<file path="src/gofr_pkg.sv">
// constants, types and field layouts of the gnss output group framer
//
// Behaviour
// group values refresh only on new receiver solution
// rate equal to receiver rate: send per update
// other rates: divisor over imu sample ticks
// mask bits 0-4: time, week time, week, count, kind
// mask bits 5-11: positions, velocities, uncertainties
// mask bits 12-15: time status, dilution, satellites, raw; only bit 12 is sent, bits 13-15 are masked off
// calendar time: year, month..second, 16-bit milliseconds
// week time: unsigned 64-bit nanoseconds
// week number: unsigned 16 bits
// tracked satellite count: one unsigned byte
// solution kind byte: none, time, 2d, 3d
// geodetic position: three doubles, 24 bytes
// earth-fixed position in metres
// local-level velocity: three floats north east down
// earth-fixed velocity: three floats x y z
// position uncertainty: three floats north east down
// velocity uncertainty: one float
// time uncertainty: one float, four bytes
// time status: flag byte then signed leap count
// flag bits 0-2 valid, bits 3-7 reserved
// enabled fields ascending by bit, no padding
// little-endian bytes, reserved bits zero
package gofr_pkg;

  // ==========================================================
  // register map
  localparam logic [7:0]  GOFR_REG_CTRL    = 8'h00;
  localparam logic [7:0]  GOFR_REG_DIV     = 8'h04;
  localparam logic [7:0]  GOFR_REG_STAT    = 8'h08;
  localparam logic [7:0]  GOFR_REG_PKTCNT  = 8'h0C;
  localparam logic [7:0]  GOFR_REG_SOLCNT  = 8'h10;
  localparam int          GOFR_CTRL_MATCH  = 16;
  localparam logic [15:0] GOFR_MASK_RST    = 16'h0000;
  localparam logic        GOFR_MATCH_RST   = 1'b0;
  localparam logic [15:0] GOFR_DIV_RST     = 16'h0001;
  // fields 13..15 have no byte layout here and are never sent
  localparam logic [15:0] GOFR_IMPL_MASK   = 16'h1FFF;

  // ==========================================================
  // selection bit of each field
  localparam logic [3:0] GOFR_F_CAL   = 4'h0;
  localparam logic [3:0] GOFR_F_TOW   = 4'h1;
  localparam logic [3:0] GOFR_F_WEEK  = 4'h2;
  localparam logic [3:0] GOFR_F_CNT   = 4'h3;
  localparam logic [3:0] GOFR_F_KIND  = 4'h4;
  localparam logic [3:0] GOFR_F_GEO   = 4'h5;
  localparam logic [3:0] GOFR_F_ECEFP = 4'h6;
  localparam logic [3:0] GOFR_F_VLL   = 4'h7;
  localparam logic [3:0] GOFR_F_VECEF = 4'h8;
  localparam logic [3:0] GOFR_F_PSIG  = 4'h9;
  localparam logic [3:0] GOFR_F_VSIG  = 4'hA;
  localparam logic [3:0] GOFR_F_TSIG  = 4'hB;
  localparam logic [3:0] GOFR_F_TSTAT = 4'hC;
  localparam logic [3:0] GOFR_F_DOP   = 4'hD;
  localparam logic [3:0] GOFR_F_SAT   = 4'hE;
  localparam logic [3:0] GOFR_F_RAW   = 4'hF;

  // ==========================================================
  // field lengths in bytes
  localparam logic [4:0] GOFR_LEN_CAL   = 5'h08;
  localparam logic [4:0] GOFR_LEN_TOW   = 5'h08;
  localparam logic [4:0] GOFR_LEN_WEEK  = 5'h02;
  localparam logic [4:0] GOFR_LEN_BYTE  = 5'h01;
  localparam logic [4:0] GOFR_LEN_TRID  = 5'h18;
  localparam logic [4:0] GOFR_LEN_TRIF  = 5'h0C;
  localparam logic [4:0] GOFR_LEN_FLT   = 5'h04;
  localparam logic [4:0] GOFR_LEN_TSTAT = 5'h02;

  // solution kind codes and flag bits
  localparam logic [7:0] GOFR_KIND_NONE = 8'h00;
  localparam logic [7:0] GOFR_KIND_TIME = 8'h01;
  localparam logic [7:0] GOFR_KIND_2D   = 8'h02;
  localparam logic [7:0] GOFR_KIND_3D   = 8'h03;
  localparam int         GOFR_FLG_WTIME = 0;
  localparam int         GOFR_FLG_WNUM  = 1;
  localparam int         GOFR_FLG_CAL   = 2;

  // one receiver solution; floats and doubles are raw ieee bits,
  // year is already the signed offset from 2000
  typedef struct packed {
    logic [7:0]  year;
    logic [7:0]  month;
    logic [7:0]  day;
    logic [7:0]  hour;
    logic [7:0]  minute;
    logic [7:0]  second;
    logic [15:0] msec;
    logic [63:0] tow_ns;
    logic [15:0] week;
    logic [7:0]  tracked_count_field;
    logic [7:0]  fix_kind;
    logic [63:0] lat;
    logic [63:0] lon;
    logic [63:0] hgt;
    logic [63:0] ecef_x;
    logic [63:0] ecef_y;
    logic [63:0] ecef_z;
    logic [31:0] vel_n;
    logic [31:0] vel_e;
    logic [31:0] vel_d;
    logic [31:0] vel_x;
    logic [31:0] vel_y;
    logic [31:0] vel_z;
    logic [31:0] sig_n;
    logic [31:0] sig_e;
    logic [31:0] sig_d;
    logic [31:0] velocity_sigma_field;
    logic [31:0] time_sigma_field;
    logic        calendar_time_valid_flag;
    logic        week_number_valid_flag;
    logic        week_time_valid_flag;
    logic [7:0]  leap_count;
  } gofr_sol_s;

  typedef enum logic [0:0] {
    GOFR_IDLE = 1'b0,
    GOFR_SEND = 1'b1
  } gofr_state_e;

endpackage
</file>
<file path="src/gofr_framer.sv">
// gnss output group framer: snapshot, rate timing and byte serialiser
`timescale 1ns/10ps
`default_nettype none
module gofr_framer
  import gofr_pkg::*;
#(
  parameter int DIV_W = 16
) (
  input  wire logic        i_ref_clk,
  input  wire logic        i_rst_b,
  input  wire logic [7:0]  i_addr,
  input  wire logic [31:0] i_wdata,
  input  wire logic        i_wr,
  input  wire logic        i_rd,
  output logic      [31:0] o_rdata,
  input  wire logic        i_sol_valid,
  input  wire gofr_sol_s   i_sol,
  input  wire logic        i_imu_tick,
  input  wire logic        i_tx_ready,
  output logic             o_tx_valid,
  output logic      [7:0]  o_tx_data,
  output logic             o_tx_first,
  output logic             o_tx_last
);

  // ==========================================================
  // field helpers

  // byte image of one field, byte 0 in bits 7:0
  function automatic logic [191:0] field_vec(input gofr_sol_s s,
                                             input logic [3:0] f);
    field_vec = '0;
    case (f)
      // calendar layout
      GOFR_F_CAL:   field_vec = 192'({s.msec, s.second, s.minute,
                                      s.hour, s.day, s.month, s.year});
      // nanosecond count
      GOFR_F_TOW:   field_vec = 192'(s.tow_ns);
      // week number
      GOFR_F_WEEK:  field_vec = 192'(s.week);
      // tracked count byte
      GOFR_F_CNT:   field_vec = 192'(s.tracked_count_field);
      // solution kind byte
      GOFR_F_KIND:  field_vec = 192'(s.fix_kind);
      // lat lon height
      GOFR_F_GEO:   field_vec = {s.hgt, s.lon, s.lat};
      // earth-fixed metres
      GOFR_F_ECEFP: field_vec = {s.ecef_z, s.ecef_y, s.ecef_x};
      // north east down
      GOFR_F_VLL:   field_vec = 192'({s.vel_d, s.vel_e, s.vel_n});
      // x y z velocity
      GOFR_F_VECEF: field_vec = 192'({s.vel_z, s.vel_y, s.vel_x});
      // position sigmas
      GOFR_F_PSIG:  field_vec = 192'({s.sig_d, s.sig_e, s.sig_n});
      // velocity sigma
      GOFR_F_VSIG:  field_vec = 192'(s.velocity_sigma_field);
      // time sigma
      GOFR_F_TSIG:  field_vec = 192'(s.time_sigma_field);
      // flags then leap, reserved zero
      GOFR_F_TSTAT: field_vec = 192'({s.leap_count, 5'h00,
                                      s.calendar_time_valid_flag,
                                      s.week_number_valid_flag,
                                      s.week_time_valid_flag});
      default:      field_vec = '0;
    endcase
  endfunction

  // byte count of one field
  function automatic logic [4:0] field_len(input logic [3:0] f);
    case (f)
      GOFR_F_CAL:   field_len = GOFR_LEN_CAL;
      GOFR_F_TOW:   field_len = GOFR_LEN_TOW;
      GOFR_F_WEEK:  field_len = GOFR_LEN_WEEK;
      GOFR_F_CNT:   field_len = GOFR_LEN_BYTE;
      GOFR_F_KIND:  field_len = GOFR_LEN_BYTE;
      GOFR_F_GEO:   field_len = GOFR_LEN_TRID;
      GOFR_F_ECEFP: field_len = GOFR_LEN_TRID;
      GOFR_F_VLL:   field_len = GOFR_LEN_TRIF;
      GOFR_F_VECEF: field_len = GOFR_LEN_TRIF;
      GOFR_F_PSIG:  field_len = GOFR_LEN_TRIF;
      GOFR_F_VSIG:  field_len = GOFR_LEN_FLT;
      GOFR_F_TSIG:  field_len = GOFR_LEN_FLT;
      GOFR_F_TSTAT: field_len = GOFR_LEN_TSTAT;
      default:      field_len = GOFR_LEN_BYTE;
    endcase
  endfunction

  // lowest enabled field at or above from; bit 4 of result = found
  function automatic logic [4:0] next_field(input logic [15:0] en,
                                            input logic [4:0]  from);
    logic [4:0] r;
    r = 5'h00;
    for (int i = 15; i >= 0; i--) begin
      if (en[i] && (5'(i) >= from)) begin
        r = {1'b1, 4'(i)};
      end
    end
    return r;
  endfunction

  // ==========================================================
  // registers and state
  logic [15:0]      mask_r;
  logic             match_r;
  logic [DIV_W-1:0] div_r;
  logic [DIV_W-1:0] tick_cnt_r;
  logic [15:0]      ovr_cnt_r;
  logic [31:0]      pkt_cnt_r;
  logic [31:0]      sol_cnt_r;
  gofr_sol_s        sol_r;
  gofr_sol_s        pkt_r;
  gofr_state_e      state_r;
  logic [3:0]       fld_r;
  logic [4:0]       idx_r;
  logic             first_r;
  logic [31:0]      rdata_r;
  logic             tx_valid_r;
  logic [7:0]       tx_data_r;
  logic             tx_first_r;
  logic             tx_last_r;

  logic [15:0]      en_mask;
  logic [4:0]       first_fld;
  logic [4:0]       after_fld;
  logic             trig;
  logic             start;
  logic             div_hit;
  logic             load;
  logic             fld_end;
  gofr_sol_s        sol_now;
  logic [191:0]     cur_vec;

  // only fields with a byte layout are sendable
  assign en_mask   = mask_r & GOFR_IMPL_MASK;
  // ascending order, first enabled field starts the packet
  assign first_fld = next_field(en_mask, 5'h00);
  assign after_fld = next_field(en_mask, {1'b0, fld_r} + 5'h01);
  // newest solution, including one arriving this very cycle
  assign sol_now   = i_sol_valid ? i_sol : sol_r;
  // divisor zero behaves as one so the timer never stalls
  assign div_hit   = i_imu_tick &&
                     ((div_r == '0) || (tick_cnt_r >= div_r - 1'b1));
  // match mode sends per receiver update
  // otherwise the imu tick divisor paces packets
  assign trig      = match_r ? i_sol_valid : div_hit;
  assign start     = trig && (state_r == GOFR_IDLE) && first_fld[4];
  assign load      = (state_r == GOFR_SEND) &&
                     (!tx_valid_r || i_tx_ready);
  assign fld_end   = (idx_r == field_len(fld_r) - 5'h01);
  assign cur_vec   = field_vec(pkt_r, fld_r);

  // ==========================================================
  // register writes
  always_ff @(posedge i_ref_clk) begin
    if (!i_rst_b) begin
      mask_r  <= GOFR_MASK_RST;
      match_r <= GOFR_MATCH_RST;
      div_r   <= DIV_W'(GOFR_DIV_RST);
    end else if (i_wr) begin
      if (i_addr == GOFR_REG_CTRL) begin
        mask_r  <= i_wdata[15:0];
        match_r <= i_wdata[GOFR_CTRL_MATCH];
      end
      if (i_addr == GOFR_REG_DIV) begin
        div_r <= i_wdata[DIV_W-1:0];
      end
    end
  end

  // read data one cycle after the strobe, zero elsewhere
  always_ff @(posedge i_ref_clk) begin
    if (!i_rst_b) begin
      rdata_r <= 32'h0000_0000;
    end else if (i_rd) begin
      case (i_addr)
        GOFR_REG_CTRL:   rdata_r <= {15'h0000, match_r, mask_r};
        GOFR_REG_DIV:    rdata_r <= 32'(div_r);
        GOFR_REG_STAT:   rdata_r <= {ovr_cnt_r, 14'h0000, tx_valid_r,
                                     (state_r == GOFR_SEND)};
        GOFR_REG_PKTCNT: rdata_r <= pkt_cnt_r;
        GOFR_REG_SOLCNT: rdata_r <= sol_cnt_r;
        default:         rdata_r <= 32'h0000_0000;
      endcase
    end else begin
      rdata_r <= 32'h0000_0000;
    end
  end

  // ==========================================================
  // solution store refreshes only on a new solution
  always_ff @(posedge i_ref_clk) begin
    if (!i_rst_b) begin
      sol_r     <= '0;
      sol_cnt_r <= 32'h0000_0000;
    end else if (i_sol_valid) begin
      sol_r     <= i_sol;
      sol_cnt_r <= sol_cnt_r + 32'h0000_0001;
    end
  end

  // imu tick divider, free running in either mode
  always_ff @(posedge i_ref_clk) begin
    if (!i_rst_b) begin
      tick_cnt_r <= '0;
    end else if (div_hit) begin
      tick_cnt_r <= '0;
    end else if (i_imu_tick) begin
      tick_cnt_r <= tick_cnt_r + 1'b1;
    end
  end

  // a trigger while the walk is in GOFR_SEND, up to and including the cycle its last byte is loaded, is dropped and counted;
  // queueing it would only send stale data late
  always_ff @(posedge i_ref_clk) begin
    if (!i_rst_b) begin
      ovr_cnt_r <= 16'h0000;
      pkt_cnt_r <= 32'h0000_0000;
    end else begin
      if (trig && (state_r == GOFR_SEND)) begin
        ovr_cnt_r <= ovr_cnt_r + 16'h0001;
      end
      if (start) begin
        pkt_cnt_r <= pkt_cnt_r + 32'h0000_0001;
      end
    end
  end

  // ==========================================================
  // packet walk; the frame snapshot keeps every field of one
  // packet from the same solution
  always_ff @(posedge i_ref_clk) begin
    if (!i_rst_b) begin
      state_r <= GOFR_IDLE;
      fld_r   <= 4'h0;
      idx_r   <= 5'h00;
      first_r <= 1'b0;
      pkt_r   <= '0;
    end else begin
      case (state_r)
        GOFR_IDLE: begin
          if (start) begin
            state_r <= GOFR_SEND;
            fld_r   <= first_fld[3:0];
            idx_r   <= 5'h00;
            first_r <= 1'b1;
            pkt_r   <= sol_now;
          end
        end
        GOFR_SEND: begin
          if (load) begin
            first_r <= 1'b0;
            // next enabled field follows with no padding
            if (fld_end) begin
              idx_r <= 5'h00;
              if (after_fld[4]) begin
                fld_r <= after_fld[3:0];
              end else begin
                state_r <= GOFR_IDLE;
              end
            end else begin
              idx_r <= idx_r + 5'h01;
            end
          end
        end
        default: begin
          state_r <= GOFR_IDLE;
        end
      endcase
    end
  end

  // output byte register; holds until the host takes it
  always_ff @(posedge i_ref_clk) begin
    if (!i_rst_b) begin
      tx_valid_r <= 1'b0;
      tx_data_r  <= 8'h00;
      tx_first_r <= 1'b0;
      tx_last_r  <= 1'b0;
    end else if (load) begin
      tx_valid_r <= 1'b1;
      // least significant byte first
      tx_data_r  <= cur_vec[{idx_r, 3'b000} +: 8];
      tx_first_r <= first_r;
      tx_last_r  <= fld_end && !after_fld[4];
    end else if (i_tx_ready) begin
      tx_valid_r <= 1'b0;
    end
  end

  assign o_rdata    = rdata_r;
  assign o_tx_valid = tx_valid_r;
  assign o_tx_data  = tx_data_r;
  assign o_tx_first = tx_first_r;
  assign o_tx_last  = tx_last_r;

endmodule
`default_nettype wire

</file>
<file path="config.mk">
export PLATFORM = sky130hd
export DESIGN_NAME = gofr_framer
export DESIGN_NICKNAME = d
export VERILOG_FILES = /design/src/gofr_pkg.sv /design/src/gofr_framer.sv
export SDC_FILE = /design/constraint.sdc
export NUM_CORES = 2
export LEC_CHECK = 0
export ABC_AREA = 1
export BUFFER_PORTS_ARGS = -buffer_cell sky130_fd_sc_hd__buf_4
export CORE_ASPECT_RATIO = 0.5
export CORE_MARGIN = 2
export CORE_UTILIZATION = 45
export CTS_CLUSTER_DIAMETER = 60
export DETAILED_ROUTE_END_ITERATION = 12
export MAX_ROUTING_LAYER = met4
export SETUP_SLACK_MARGIN = 0.02
export SLEW_MARGIN = 10
export SYNTH_ARGS = -nofsm -noshare
export SYNTH_HDL_FRONTEND = slang
export SYNTH_SLANG_ARGS = --single-unit
</file>
<file path="constraint.sdc">
create_clock -name i_ref_clk -period 8.55 [get_ports i_ref_clk]
set_input_delay 1.71 -clock i_ref_clk [delete_from_list [all_inputs] [get_ports i_ref_clk]]
set_output_delay 1.71 -clock i_ref_clk [all_outputs]
set_load 0.1 [all_outputs]
</file>
==> impl_results.md <==
* Critical Path Sink Type: register
* Synth unique cells at 61
* Clock Skew at 0.0442 ns
* Tmin final at 5.54 ns
* # DRC at 0
* Clock Latency Late Sink at 0.83 ns
* Total die area at 178,000 µm²
* Setup TNS at 0 ns
* Top cells by area, synth: dfxtp_1 51%, mux2i_1 12%, nor2_1 9.7%
* H-tree level count at 4
* Post-Synthesis Cell Area at 78,500 µm²
* Final ANT Viol Nets at 0
* Rows at 108
* Initial drt markers at 6,223
* Synthesized flop and latch total at 2,002
* EDFF count, synth at 0
* Most common cell after layout, fill and taps aside: nor2_1
* Overflow after GRT at 0
* CTS Buf Count at 186
* Clock sinks at 2,002
* Syn. warnings at 0
* Kind of start point of the critical path: register
* Final setup viols at 0
* Via density at 5.40
* Syn_area_per_cell at 8.86 µm²
* Mean routed wirelength per cell at 23.3 µm
* Number of port buffers at 981
* Die Y at 299 µm
* Via count at 64,700
* Worst-path fanout max at 141
* Max Root-Sink Buffers at 4
* Post-CTS Hold Buffers at 0
* Nets@finish at 10,400
* Largest area contributor in the netlist: dfxtp_1
* CTS tree: built
* Unrepaired setup endpoints after global routing: false
* Initial antenna violation count at 120
* Pre-antenna DRT Iters at 6
* First-pass GRT wire length at 399,000 µm
* Die width at 595 µm
* Number of global-route vias before repair at 59,200
* Arr. time, crit path at 6.27 ns
* Hold Fails Final Rpt at 0
* Post-synth ARST share at 0
* CP Cell Sequence: inv_1 -> nand3_1 -> nor3_1 -> nand3_1 -> nor3_1 -> nand3_1 -> nor3_1 -> xor2_1 -> inv_1 -> ha_1 -> nand2_1 -> nor3_1 -> nand2_1 -> nand4_1 -> nand3_1 -> a21boi_4 -> buf_12 -> buf_4 -> nor2_1 -> a211oi_1
* Post-synthesis sequential area ratio at 0.510
* Slew HR at 0.228
* Core ar. at 173,000 µm²
* Root buffer cell: clkbuf_16
* Leak at 37.7 nW
* Critical Path RT at 9.27 ns
* DRT Wirelength at 279,000 µm
* Period utilization at 0.648
* Post-layout util at 0.537
* Slowest stage delay, CP at 0.91 ns
* Largest net degree at the start of global routing at 232
* Critical path's slowest cell: buf_4
* Synth top area share at 0.510
* Slew Viols, Final at 0
* F_max at 180 MHz
* Max Cap Viol at 0
* Outcome: finished, final reports clean
* Worst-path clk slew at 0.07 ns
* Resized cells post-CTS at 0
* GPL Wtd Cong at 0.932
* Mapped Cells at 8,860
* Tightest Pin Transition at 1.15 ns
* Power per cell area at 214 nW/µm²
* Ys flop type: dfxtp_1
* Most frequent cells in the layout: 2,037 x nor2_1, 1,999 x dfxtp_1, 1,029 x buf_4, 947 x nand2_1, 939 x a211oi_1
* Layout area overhead at 18.6%
* Setup bufs post-CTS at 0
* Power, Total at 20.0 mW
* Post-DP HPWL at 196,000 µm
* Syn_nets at 9,847
* Worst vdd ir at 139 µV
* Worst setup path class: reg2reg
* Starting Density at 0.453
* I/O pins at 997
* Hold Path Class: reg2reg
* Layout cells sized above 1 at 0.148
* GR Util All Layers at 0.310
[critical path, delay by kind of cell, from the launching register on]
kind,cells,cell delay [ns]
DFF,1,0.31
xor gates and xnor gates,1,0.18
buffers and inverters,4,1.63
and+or+nand+nor,12,2.11
AOI/OAI and AO/OA,2,0.57
adders and majority gates,1,0.30
[flip-flops by register name (all words and copies together), names as in the netlist, named ones only]
signal      flops
match_r         1
div_r          16
o_tx_first      1
idx_r           5
sol_cnt_r      32
sol_r         907
pkt_r         907
state_r         1
tick_cnt_r     16
mask_r         16
fld_r           4
o_rdata        32
o_tx_valid      1
o_tx_data       8
first_r         1
ovr_cnt_r      16
pkt_cnt_r      32
o_tx_last       1
[power by group]
| group | leakage [nW] | internal (mW) | switching (mW) |
|---|---|---|---|
| Clock | 3.07 | 4.93 | 3.75 |
| Combinational | 18.3 | 0.650 | 0.876 |
| Sequential | 16.3 | 9.66 | 0.118 |
| Total | 37.7 | 15.2 | 4.74 |
[kinds of logic (layout without fill, tap and decap cells)]
family | count (synthesis) | in the layout | synth area share
multiplexers | 908 | 908 | 0.116
buffers and inverters | 944 | 1655 | 0.0521
other | 0 | 99 | 0
AO/OA/AOI/OAI | 1456 | 1456 | 0.134
adder cells (fa/ha/maj) | 33 | 33 | 0.00526
AND/OR/NAND/NOR | 3475 | 3475 | 0.178
XOR/XNOR | 42 | 42 | 0.00468
flip-flops | 2002 | 2002 | 0.510
[metal layers]
metal / wire length, µm / global-route usage / vias to the layer above
li1: - / - / 31800
met1: 120000 / 0.395 / 30700
met5: 0 / - / -
met2: 131000 / 0.479 / 1769
met4: 11600 / 0.151 / 0
met3: 15800 / 0.0486 / 467
[path summary, 6_finish.rpt]
check                              startpoint            end  slack [ns]  cells after the start
worst min-delay path            sol_cnt_r[22]  sol_cnt_r[22]        0.46                      1
worst max register to register       div_r[0]     pkt_r[628]        3.01                     20
worst min register to register  sol_cnt_r[22]  sol_cnt_r[22]        0.46                      1
worst max-delay path                 div_r[0]     pkt_r[628]        3.01                     20
[layout make-up]
cell class | count | area [µm²]
antenna | 99 | 248
clock buffer | 263 | 5450
clock inverter | 63 | 774
fill | 16500 | 80200
inverter | 274 | 1060
multi-input combinational | 5914 | 34400
sequential | 2002 | 40100
tap | 2310 | 2890
timing repair buffer | 1055 | 8250
[cells in the mapped netlist (83+ instances only)]
| library cell | number |
|---|---|
| clkbuf_1 | 303 |
| mux2i_1 | 908 |
| nor2_1 | 2039 |
| o21ai_0 | 109 |
| nand4_1 | 100 |
| buf_1 | 83 |
| inv_1 | 256 |
| dfxtp_1 | 2002 |
| buf_2 | 211 |
| a21oi_1 | 146 |
| nand2_1 | 947 |
| nand3_1 | 236 |
| a211oi_1 | 939 |
[through the flow]
step / std cells / hold WS, ns / cell area, µm² / worst slack [ns]
2_1_floorplan: 8860 / 0.422 / 78500 / 4.77
3_3_place_gp: 11600 / 0.440 / 86700 / 3.22
3_5_place_dp: 11600 / 0.451 / 86700 / 3.15
4_1_cts: 11900 / 0.462 / 92900 / 3.11
5_1_grt: 12000 / 0.475 / 93100 / 2.47
6_report: 12000 / 0.461 / 93200 / 3.01
Note: power is estimated with default switching activity, not from simulation.
